--- src/design/counter_array_cfg.svh ---
// Register addresses, field positions, reset values and divider counts.
`ifndef COUNTER_ARRAY_CFG_SVH
`define COUNTER_ARRAY_CFG_SVH

`define CA_CTRL_ADDR      8'hC0
`define CA_MODE_ADDR      8'hC1
`define CA_CNT_LO_ADDR    8'hC2
`define CA_CNT_HI_ADDR    8'hC3
`define CA_MMODE_BASE     8'hC8
`define CA_VLO_BASE       8'hD0
`define CA_VHI_BASE       8'hD8

`define CA_CTRL_OVF       7
`define CA_CTRL_RUN       6
`define CA_MODE_IDLE      7
`define CA_MODE_WDT       6
`define CA_MODE_SRC_HI    2
`define CA_MODE_SRC_LO    1
`define CA_MODE_OVF_IE    0

`define CA_MM_IRQ_EN      0
`define CA_MM_PWM         1
`define CA_MM_FLIP        2
`define CA_MM_EQ_FLAG     3
`define CA_MM_FALL_CAP    4
`define CA_MM_RISE_CAP    5
`define CA_MM_CMP_EN      6

`define CA_CTRL_RST       8'h00
`define CA_MODE_RST       8'h00
`define CA_MM_RST         7'h00
`define CA_PIN_RST        1'b1

`define CA_DIV_SLOW_6CLK  4'h6
`define CA_DIV_SLOW_12CLK 4'hC
`define CA_DIV_FAST_6CLK  4'h2
`define CA_DIV_FAST_12CLK 4'h4

`define CA_P1_EXT_BIT     2
`define CA_P1_MOD0_BIT    3

`endif

--- src/design/counter_array_pkg.sv ---
// Types shared by the counter array files.
package counter_array_pkg;
	typedef logic [15:0] count_t;
	typedef logic [6:0]  module_mode_t;
	typedef enum logic [3:0]
	{
		SRC_OSC_SLOW = 4'b0001,
		SRC_OSC_FAST = 4'b0010,
		SRC_TIMER0   = 4'b0100,
		SRC_EXTERNAL = 4'b1000
	} count_source_e;
endpackage

--- src/design/counter_array.sv ---
// Counter array: shared time base, control registers and up to five modules.
`timescale 1ns/1ps
`include "counter_array_cfg.svh"
module counter_array
#(
	parameter int NUM_MODULES = 5
)
(
	// Clock and reset.
	input  wire logic         clk,
	input  wire logic         rst_b,
	// Special function register access from the core.
	input  wire logic [7:0]   sfr_addr,
	input  wire logic         sfr_wr,
	input  wire logic         sfr_rd,
	input  wire logic [7:0]   sfr_wdata,
	output logic      [7:0]   sfr_rdata,
	// Core status and timer 0.
	input  wire logic         twelve_clock_mode,
	input  wire logic         idle_mode,
	input  wire logic         timer0_overflow,
	// Port 1 pins.
	input  wire logic [7:0]   port1_in,
	output logic      [7:0]   port1_out,
	output logic      [7:0]   port1_oe,
	// Requests to the core.
	output logic              array_irq,
	output logic              watchdog_reset
);

	localparam logic [7:0] CTRL_RST = `CA_CTRL_RST;

	generate
		if (NUM_MODULES < 1 || NUM_MODULES > 5)
		begin : g_bad_count
			$error("NUM_MODULES must lie between 1 and 5");
		end
	endgenerate

	// Control, mode and counter state.
	logic                              overflow_flag_reg;
	logic                              counter_run_reg;
	logic [4:0]                        module_event_flag_reg;
	logic                              idle_halt_reg;
	logic                              watchdog_enable_reg;
	logic                              source_sel_hi_reg;
	logic                              source_sel_lo_reg;
	logic                              overflow_irq_enable_reg;
	counter_array_pkg::count_t         count_reg;
	counter_array_pkg::count_t         count_next;
	logic                              count_moved_reg;
	logic [3:0]                        presc_reg;
	logic [3:0]                        presc_next;
	logic                              ext_prev_reg;
	logic [7:0]                        rdata_next;

	// Decoded strobes and derived events.
	logic                              wr_ctrl;
	logic                              wr_mode;
	logic                              wr_cnt_lo;
	logic                              wr_cnt_hi;
	logic                              cnt_wr;
	counter_array_pkg::count_source_e  source;
	logic                              osc_src;
	logic [3:0]                        div_len;
	logic                              osc_tick;
	logic                              ext_fall;
	logic                              src_event;
	logic                              halted;
	logic                              count_tick;
	logic                              overflow;
	logic                              ovf_next;
	logic [4:0]                        ev_set;
	logic [4:0]                        ev_next;
	logic [4:0]                        irq_en;
	logic [4:0]                        mod_match;
	logic [4:0]                        mod_pin_out;
	logic [4:0]                        mod_pin_oe;
	logic                              irq_next;
	logic                              wd_hit;
	logic [7:0]                        ctrl_rd;
	logic [7:0]                        mode_rd;
	logic [7:0]                        base_rd;
	logic [7:0]                        rd_chain [0:5];

	assign wr_ctrl   = sfr_wr & (sfr_addr == `CA_CTRL_ADDR);
	assign wr_mode   = sfr_wr & (sfr_addr == `CA_MODE_ADDR);
	assign wr_cnt_lo = sfr_wr & (sfr_addr == `CA_CNT_LO_ADDR);
	assign wr_cnt_hi = sfr_wr & (sfr_addr == `CA_CNT_HI_ADDR);
	assign cnt_wr    = wr_cnt_lo | wr_cnt_hi;

	// Source decode and prescaler; the core clock is the oscillator.
	assign source = !source_sel_hi_reg
		? (!source_sel_lo_reg ? counter_array_pkg::SRC_OSC_SLOW
			: counter_array_pkg::SRC_OSC_FAST)
		: (!source_sel_lo_reg ? counter_array_pkg::SRC_TIMER0
			: counter_array_pkg::SRC_EXTERNAL);
	assign osc_src = (source == counter_array_pkg::SRC_OSC_SLOW)
		| (source == counter_array_pkg::SRC_OSC_FAST);
	assign div_len = (source == counter_array_pkg::SRC_OSC_FAST)
		? (twelve_clock_mode ? `CA_DIV_FAST_12CLK : `CA_DIV_FAST_6CLK)
		: (twelve_clock_mode ? `CA_DIV_SLOW_12CLK : `CA_DIV_SLOW_6CLK);
	// A source change mid count must not leave the prescaler past its end.
	assign osc_tick   = (presc_reg >= div_len - 4'h1);
	assign presc_next = (osc_tick || !osc_src) ? 4'h0 : presc_reg + 4'h1;
	assign ext_fall   = ext_prev_reg & ~port1_in[`CA_P1_EXT_BIT];
	assign src_event  = (osc_src & osc_tick)
		| ((source == counter_array_pkg::SRC_TIMER0) & timer0_overflow)
		| ((source == counter_array_pkg::SRC_EXTERNAL) & ext_fall);
	assign halted     = idle_halt_reg & idle_mode;
	assign count_tick = counter_run_reg & ~halted & src_event;

	// Software writes to the counter bytes win over a count event.
	assign count_next = wr_cnt_lo ? {count_reg[15:8], sfr_wdata}
		: wr_cnt_hi ? {sfr_wdata, count_reg[7:0]}
		: count_tick ? count_reg + 16'h0001
		: count_reg;
	assign overflow = count_tick & ~cnt_wr & (count_reg == 16'hFFFF);

	// Hardware set wins over a software clear in the same cycle.
	assign ovf_next = overflow
		| (wr_ctrl ? sfr_wdata[`CA_CTRL_OVF] : overflow_flag_reg);
	assign ev_next  = ev_set
		| (wr_ctrl ? sfr_wdata[4:0] : module_event_flag_reg);
	assign irq_next = (overflow_flag_reg & overflow_irq_enable_reg)
		| (|(module_event_flag_reg & irq_en));
	assign wd_hit   = watchdog_enable_reg & mod_match[4];

	// Reserved control bit 5 and mode bits 5..3 read as zero.
	assign ctrl_rd = {overflow_flag_reg, counter_run_reg, 1'b0,
		module_event_flag_reg};
	assign mode_rd = {idle_halt_reg, watchdog_enable_reg, 3'b000,
		source_sel_hi_reg, source_sel_lo_reg, overflow_irq_enable_reg};
	assign base_rd = (sfr_addr == `CA_CTRL_ADDR) ? ctrl_rd
		: (sfr_addr == `CA_MODE_ADDR) ? mode_rd
		: (sfr_addr == `CA_CNT_LO_ADDR) ? count_reg[7:0]
		: (sfr_addr == `CA_CNT_HI_ADDR) ? count_reg[15:8]
		: 8'h00;
	assign rd_chain[0] = base_rd;
	assign rdata_next  = rd_chain[5];

	// Per-module instances and their read and pin wiring.
	genvar g;
	generate
		for (g = 0; g < 5; g++)
		begin : g_mod
			if (g < NUM_MODULES)
			begin : g_on
				logic                              hit_mode;
				logic                              hit_low;
				logic                              hit_high;
				counter_array_pkg::module_mode_t   mode;
				counter_array_pkg::count_t         value;
				logic [7:0]                        rd;

				assign hit_mode = (sfr_addr == `CA_MMODE_BASE + 8'(g));
				assign hit_low  = (sfr_addr == `CA_VLO_BASE + 8'(g));
				assign hit_high = (sfr_addr == `CA_VHI_BASE + 8'(g));
				assign rd = hit_mode ? {1'b0, mode}
					: hit_low ? value[7:0]
					: hit_high ? value[15:8]
					: 8'h00;
				assign rd_chain[g + 1] = rd_chain[g] | rd;
				assign irq_en[g] = mode[`CA_MM_IRQ_EN];

				capture_compare_unit u_unit
				(
					.clk         (clk),
					.rst_b       (rst_b),
					.mode_wr     (sfr_wr & hit_mode),
					.low_wr      (sfr_wr & hit_low),
					.high_wr     (sfr_wr & hit_high),
					.wdata       (sfr_wdata),
					.count       (count_reg),
					.count_moved (count_moved_reg),
					.pin_in      (port1_in[`CA_P1_MOD0_BIT + g]),
					.pin_out     (mod_pin_out[g]),
					.pin_oe      (mod_pin_oe[g]),
					.mode        (mode),
					.value       (value),
					.match       (mod_match[g]),
					.event_set   (ev_set[g])
				);
			end
			else
			begin : g_off
				assign rd_chain[g + 1] = rd_chain[g];
				assign irq_en[g]       = 1'b0;
				assign mod_match[g]    = 1'b0;
				assign ev_set[g]       = 1'b0;
				assign mod_pin_out[g]  = `CA_PIN_RST;
				assign mod_pin_oe[g]   = 1'b0;
			end
		end
	endgenerate

	// Module pins come from unit flip-flops, or CA_PIN_RST for absent modules; bits 2..0 are not driven.
	assign port1_out = {mod_pin_out, 3'b000};
	assign port1_oe  = {mod_pin_oe, 3'b000};

	always_ff @(posedge clk or negedge rst_b)
	begin
		if (!rst_b)
		begin
			overflow_flag_reg       <= CTRL_RST[`CA_CTRL_OVF];
			counter_run_reg         <= 1'b0;
			module_event_flag_reg   <= 5'h00;
			idle_halt_reg           <= 1'b0;
			watchdog_enable_reg     <= 1'b0;
			source_sel_hi_reg       <= 1'b0;
			source_sel_lo_reg       <= 1'b0;
			overflow_irq_enable_reg <= 1'b0;
		end
		else
		begin
			overflow_flag_reg     <= ovf_next;
			module_event_flag_reg <= ev_next;
			if (wr_ctrl)
			begin
				counter_run_reg <= sfr_wdata[`CA_CTRL_RUN];
			end
			if (wr_mode)
			begin
				idle_halt_reg           <= sfr_wdata[`CA_MODE_IDLE];
				watchdog_enable_reg     <= sfr_wdata[`CA_MODE_WDT];
				source_sel_hi_reg       <= sfr_wdata[`CA_MODE_SRC_HI];
				source_sel_lo_reg       <= sfr_wdata[`CA_MODE_SRC_LO];
				overflow_irq_enable_reg <= sfr_wdata[`CA_MODE_OVF_IE];
			end
		end
	end

	always_ff @(posedge clk or negedge rst_b)
	begin
		if (!rst_b)
		begin
			count_reg       <= 16'h0000;
			count_moved_reg <= 1'b0;
			presc_reg       <= 4'h0;
			ext_prev_reg    <= 1'b0;
			sfr_rdata       <= 8'h00;
			array_irq       <= 1'b0;
			watchdog_reset  <= 1'b0;
		end
		else
		begin
			count_reg       <= count_next;
			count_moved_reg <= count_tick & ~cnt_wr;
			presc_reg       <= presc_next;
			ext_prev_reg    <= port1_in[`CA_P1_EXT_BIT];
			sfr_rdata       <= sfr_rd ? rdata_next : sfr_rdata;
			array_irq       <= irq_next;
			watchdog_reset  <= wd_hit;
		end
	end
endmodule

--- src/design/capture_compare_unit.sv ---
// One capture/compare module of the counter array.
`timescale 1ns/1ps
`include "counter_array_cfg.svh"
module capture_compare_unit
(
	// Clock and reset.
	input  wire logic                          clk,
	input  wire logic                          rst_b,
	// Register writes.
	input  wire logic                          mode_wr,
	input  wire logic                          low_wr,
	input  wire logic                          high_wr,
	input  wire logic [7:0]                    wdata,
	// Shared time base.
	input  wire counter_array_pkg::count_t     count,
	input  wire logic                          count_moved,
	// Module pin.
	input  wire logic                          pin_in,
	output logic                               pin_out,
	output logic                               pin_oe,
	// State seen by the array.
	output counter_array_pkg::module_mode_t    mode,
	output counter_array_pkg::count_t          value,
	output logic                               match,
	output logic                               event_set
);

	logic                       pin_prev_reg;
	logic                       cap_rise;
	logic                       cap_fall;
	logic                       capture;
	logic                       pwm_on;
	logic                       wrap;
	logic                       pwm_level;
	logic                       pin_next;
	counter_array_pkg::count_t  value_next;

	assign pwm_on   = mode[`CA_MM_PWM] & mode[`CA_MM_CMP_EN];
	assign cap_rise = mode[`CA_MM_RISE_CAP] & ~pin_prev_reg & pin_in;
	assign cap_fall = mode[`CA_MM_FALL_CAP] & pin_prev_reg & ~pin_in;
	assign capture  = cap_rise | cap_fall;
	// The compare is only taken right after the counter has moved.
	assign match    = mode[`CA_MM_CMP_EN] & ~pwm_on & count_moved
		& (count == value);
	assign event_set = (mode[`CA_MM_EQ_FLAG] & match) | capture;
	assign wrap      = pwm_on & count_moved & (count[7:0] == 8'h00);
	assign pwm_level = (count[7:0] >= value[7:0]);

	// Hardware capture wins over a software write in the same cycle.
	assign value_next = capture ? count
		: low_wr ? {value[15:8], wdata}
		: high_wr ? {wdata, value[7:0]}
		: wrap ? {value[15:8], value[15:8]}
		: value;
	assign pin_next = pwm_on ? pwm_level
		: (mode[`CA_MM_FLIP] & match) ? ~pin_out
		: pin_out;

	always_ff @(posedge clk or negedge rst_b)
	begin
		if (!rst_b)
		begin
			mode         <= `CA_MM_RST;
			value        <= 16'h0000;
			pin_prev_reg <= 1'b0;
			pin_out      <= `CA_PIN_RST;
			pin_oe       <= 1'b0;
		end
		else
		begin
			mode         <= mode_wr ? wdata[6:0] : mode;
			value        <= value_next;
			pin_prev_reg <= pin_in;
			pin_out      <= pin_next;
			pin_oe       <= pwm_on | mode[`CA_MM_FLIP];
		end
	end
endmodule

--- config.mk ---
export PLATFORM = sky130hd
export DESIGN_NAME = counter_array
export DESIGN_NICKNAME = d
export VERILOG_FILES = /design/src/design/counter_array_pkg.sv /design/src/design/counter_array.sv /design/src/design/capture_compare_unit.sv
export VERILOG_INCLUDE_DIRS = /design/src /design/src/design
export SDC_FILE = /design/constraint.sdc
export NUM_CORES = 1
export LEC_CHECK = 0
export BUFFER_PORTS_ARGS = -buffer_cell sky130_fd_sc_hd__buf_2
export CAP_MARGIN = 15
export CORE_ASPECT_RATIO = 0.8
export CORE_UTILIZATION = 30
export CTS_BUF_LIST = sky130_fd_sc_hd__clkbuf_16
export DETAILED_ROUTE_END_ITERATION = 10
export GPL_ROUTABILITY_DRIVEN = 0
export MAX_ROUTING_LAYER = met4
export SYNTH_ARGS = -nofsm -noshare
export SYNTH_HDL_FRONTEND = slang
export SYNTH_SLANG_ARGS = --single-unit
--- constraint.sdc ---
create_clock -name clk -period 2.76 [get_ports clk]
set_clock_uncertainty 0.15 [all_clocks]
set_input_delay 0.552 -clock clk [delete_from_list [all_inputs] [get_ports clk]]
set_output_delay 0.552 -clock clk [all_outputs]
set_load 0.02 [all_outputs]
==> results.md <==
Outcome:
- The flow ran to the end, and the final reports show no timing, DRC or antenna violations.

Setup path:
- The delay of the slowest critical-path stage is around 750 ps.
- STA classifies the critical path endpoint as a flop.
- The most numerous cell type found on the critical path is a21oi_1.
- On the critical path the largest part of the delay comes from compound AO/OA/AOI/OAI gates.
- The sum of buffers and inverters on the critical path is 2.
- STA puts the critical path data arrival time at about 2900 ps.
- The master of the slowest instance on the critical path is a2111oi_1.
- The reg-to-reg setup timing slack is between 90 and 100 ps.
- For the worst setup path, the data required time is about 3000 ps.
- The maximum fanout count along the critical path is 14.
- The worst setup path is of the reg -> reg kind.
- The critical path launch point type is a flop.
- Traced cell by cell, the critical path runs through buf_12 -> ha_1 -> nor2b_1 -> o21a_1 -> o21ai_0 -> a21oi_1 -> a2111oi_1 -> buf_4 -> a21oi_1.

Yosys:
- After synthesis the cells add up to roughly 11000 µm².
- The register bit total from synthesis is between 150 and 200.
- Of all flip-flops after synthesis, the portion carrying an async set or reset was 100%.
- The number of enable-type register cells in the synthesized netlist is 0.
- The most frequent cell after synthesis is dfrtp_1.
- In the synthesized netlist the dominant register cell turns out to be dfrtp_1.
- The synthesized netlist contains 74 unique library cells.
- Ranked by instance count, the synthesized netlist is headed by dfrtp_1 (169), nand2_1 (141), nor2_1 (80), o21ai_0 (67), a22oi_1 (63).
- Ranked by total cell area, the synthesized netlist is headed by dfrtp_1 (38%), ha_1 (5.1%), mux2_2 (4.8%), nand2_1 (4.7%), mux2i_1 (4.4%).
- The post-synthesis instance total is roughly 1200.
- The top cell type by area accounts for ~38% of the synthesized area.
- The cell taking the most area after synthesis is dfrtp_1.
- Of the synthesized area, sequential elements account for between 30% and 40%.
- After synthesis, the mean cell area works out to a little over 9 µm².
- For this run, the number of Yosys warnings is 0.

Floorplanning:
- The die extent in x is 218 µm.
- between 50 and 60 I/O pins were placed.
- In this run the core area contains 63 standard-cell rows.
- The initial core utilization is 30.4%.
- The die span in y is around 180 µm.
- The area of the core region is between 30000 and 40000 µm².
- The floorplan die area is 38300 µm².

Layout:
- The share of cells above drive strength 1 is approximately a fifth.
- The final-layout fill cell count is 3724.
- The area of combinational cells with multiple inputs is between 6000 and 7000 µm².
- The net count of the finished layout is 1377.
- Once layout is done, the placed cells without fillers occupy about 13000 µm².
- The signed area change from the synthesized netlist to the final layout is 16.4%.
- The area taken by flip-flops and latches is about 4400 µm².
- The post-layout instance count excluding filler cells is between 1500 and 2000.
- The register with the most flip-flops in the layout has 80 of them.
- The count of antenna diodes in the layout is 0.

Detailed routing:
- The total via count in the routed design is 10500.
- The average vias per placed instance is about 5.8.
- The antenna violation net count after detailed routing is 0.
- The number of design-rule violations left by the first detailed-router iteration is roughly 1600.
- The total length of routed wires is between 40000 and 50000 µm.
- After detailed routing, the number of remaining DRC violations is 0.
- The detailed-router iteration count before antenna repair is 8.
- In the final routed layout, each cell accounts on average for roughly 24 µm.

STA:
- The final setup slack of the worst path is approximately 96 ps.
- The final critical path time including I/O delays and setup is between 2000 and 3000 ps.
- Of the available clock period, the critical path in the final layout requires a little over nine tenths.
- Timing would allow up to 375 MHz.
- Setup repair after global routing left no endpoint under its margin.
- The number of max-slew violations in the final report is 0.
- The final hold violation count came to 0.
- In this run the tightest slew margin relative to its limit is between 40% and 50%.
- The final worst hold slack is about 60 ps.
- At the pin with the least slew margin, the transition time is between 800 and 900 ps.
- The number of setup violations in the final report is 0.

Global routing:
- Global routing used under 10% of the available met3 tracks.
- Summed over all layers, the global routing overflow is 0.
- The busiest layer in global routing is met1.
- The initial antenna violation count came to 0.
- The wire length of the first global-routing pass is ~64000 µm.
- Entering global routing, the biggest net connects between 60 and 70 pins.
- The number of global-route vias before repair is between 9000 and 10000.
- For this run, global-route usage on met1 was measured as between 30% and 40%.
- The met2 track utilization from global routing is 31.1%.
- The global router's overall resource usage is a little under a quarter.

Place:
- After detailed placement, the design holds a cell count of about 1800.
- The total cell area at the placement stage is 12500 µm².
- The estimated wirelength of the detail-placed design is around 30000 µm.
- OpenSTA, run right after detailed placement, puts the worst setup slack at -115 ps.
- Port buffering added 48 buffers.

Power and ir drop:
- The power density relative to cell area is between 600 and 700 nW/µm².
- Across the VDD grid, the largest voltage drop is 0.372 mV.
- The analysis attributes to cell leakage a power of between 5 and 6 nW.

Clock network:
- The clock tree buffer depth is 2.
- The count of H-tree levels built during CTS is 4.
- The TritonCTS clock tree is yes.
- In this run the clock root is driven by a clkbuf_16.
- Clock latency on the worst-skew pair, taken at its later pin, is approximately 460 ps.
- Clock-pin slew was measured on the worst setup and hold paths at about 70 ps.
- CTS saw roughly 170 sinks.
- TritonCTS created 17 clock buffers.

Hold path:
- The path class of the tightest hold or removal check is in -> reg.

Job:
- The tool flagged a number of max-cap violations equal to 0.
## cell type report
type                       instances  area share (%)
timing repair buffer             152            8.85
multi-input combinational        906            47.4
tap                              487            4.66
clock inverter                    15            1.14
sequential                       174            33.3
inverter                          49            1.41
clock buffer                      17            3.25
## power by group
group	internal, mW	total (mW)	switching [mW]
Clock	1.33	2.47	1.14
Combinational	1.11	2.56	1.45
Sequential	2.99	3.58	0.590
## worst paths after layout
kind,to,depth (start not counted),startpoint
setup reg to reg,g_mod[2].g_on.u_unit.pin_out,9,count_reg[1]
setup / recovery,g_mod[2].g_on.u_unit.pin_out,9,count_reg[1]
hold / removal,ext_prev_reg,1,port1_in[2]
max in group asynchronous,g_mod[3].g_on.u_unit.pin_out,3,rst_b
min in group asynchronous,g_mod[1].g_on.u_unit.mode[6],2,rst_b
hold reg to reg,presc_reg[0],1,presc_reg[0]
## worst register-to-register path: stages (launching register included)
cell	delay [ps]
dfrtp_1	400
buf_12	170
ha_1	310
nor2b_1	130
o21a_1	160
o21ai_0	150
a21oi_1	90
a2111oi_1	750
buf_4	220
a21oi_1	40
## placed cells by master (no fill, tap or decap), types with 6 or more instances in the layout
| master | Yosys | layout |
|---|---|---|
| dfrtp_1 | 169 | 168 |
| nand2_1 | 141 | 141 |
| buf_4 | 20 | 93 |
| nor2_1 | 80 | 80 |
| o21ai_0 | 67 | 66 |
| a22oi_1 | 63 | 63 |
| a21oi_1 | 53 | 53 |
| inv_1 | 49 | 52 |
| mux2i_1 | 49 | 49 |
| mux2_2 | 48 | 48 |
| buf_2 | 21 | 47 |
| ha_1 | 46 | 46 |
| a31oi_1 | 43 | 43 |
| xnor2_1 | 42 | 42 |
| and3_1 | 25 | 25 |
| nand3_1 | 24 | 24 |
| nor3_1 | 20 | 20 |
| clkbuf_16 | 0 | 17 |
| nand2b_1 | 15 | 15 |
| nand4_1 | 14 | 14 |
| xor2_1 | 13 | 13 |
| buf_12 | 0 | 10 |
| nor4_1 | 9 | 9 |
| nand3b_1 | 8 | 8 |
| nor2b_1 | 8 | 8 |
| a21o_1 | 8 | 8 |
| nand4b_1 | 7 | 7 |
| a211oi_1 | 7 | 7 |
| o21ai_2 | 0 | 6 |
| nor3_2 | 6 | 6 |
| a2111oi_0 | 7 | 6 |
| a221o_1 | 6 | 6 |
| conb_1 | 1 | 6 |
## routing by layer
metal / wire (µm) / share of wire [%]
met2: 17500 / 41
met1: 18900 / 44
met4: 1600 / 3.7
met5: 0 / 0
met3: 5080 / 12
## cell families (layout without fill, tap and decap cells)
kind of cell               after synthesis  in the layout  share of synthesized area [%]
buffers and inverters                  149            233                           6.48
other                                    1              6                         0.0334
DFF                                    174            174                           38.8
and+or+nand+nor                        393            393                           17.8
AOI/OAI and AO/OA                      308            308                           18.2
xor gates and xnor gates                55             55                           4.28
muxes                                   98             98                           9.37
adders and majority gates               46             46                           5.12
## repair_timing
item	in CTS	in global routing
hold buffers	1	0
hold endpoints to repair	56	0
gates resized for setup	1	2
cloned	0	0
setup buffers	0	0
endpoints found under the setup margin	1	5
## metrics by stage
step | TNS (ps) | utilization [%] | total power [mW]
6_report | 0 | 35.4 | 8.61
5_1_grt | 0 | 35.4 | 9.05
4_1_cts | 0 | 35.4 | 8.55
3_5_place_dp | -200 | 33.8 | 6.08
3_3_place_gp | -228 | 33.8 | 5.99
2_1_floorplan | 0 | - | 5.03
(Power assumes the default switching activity.)
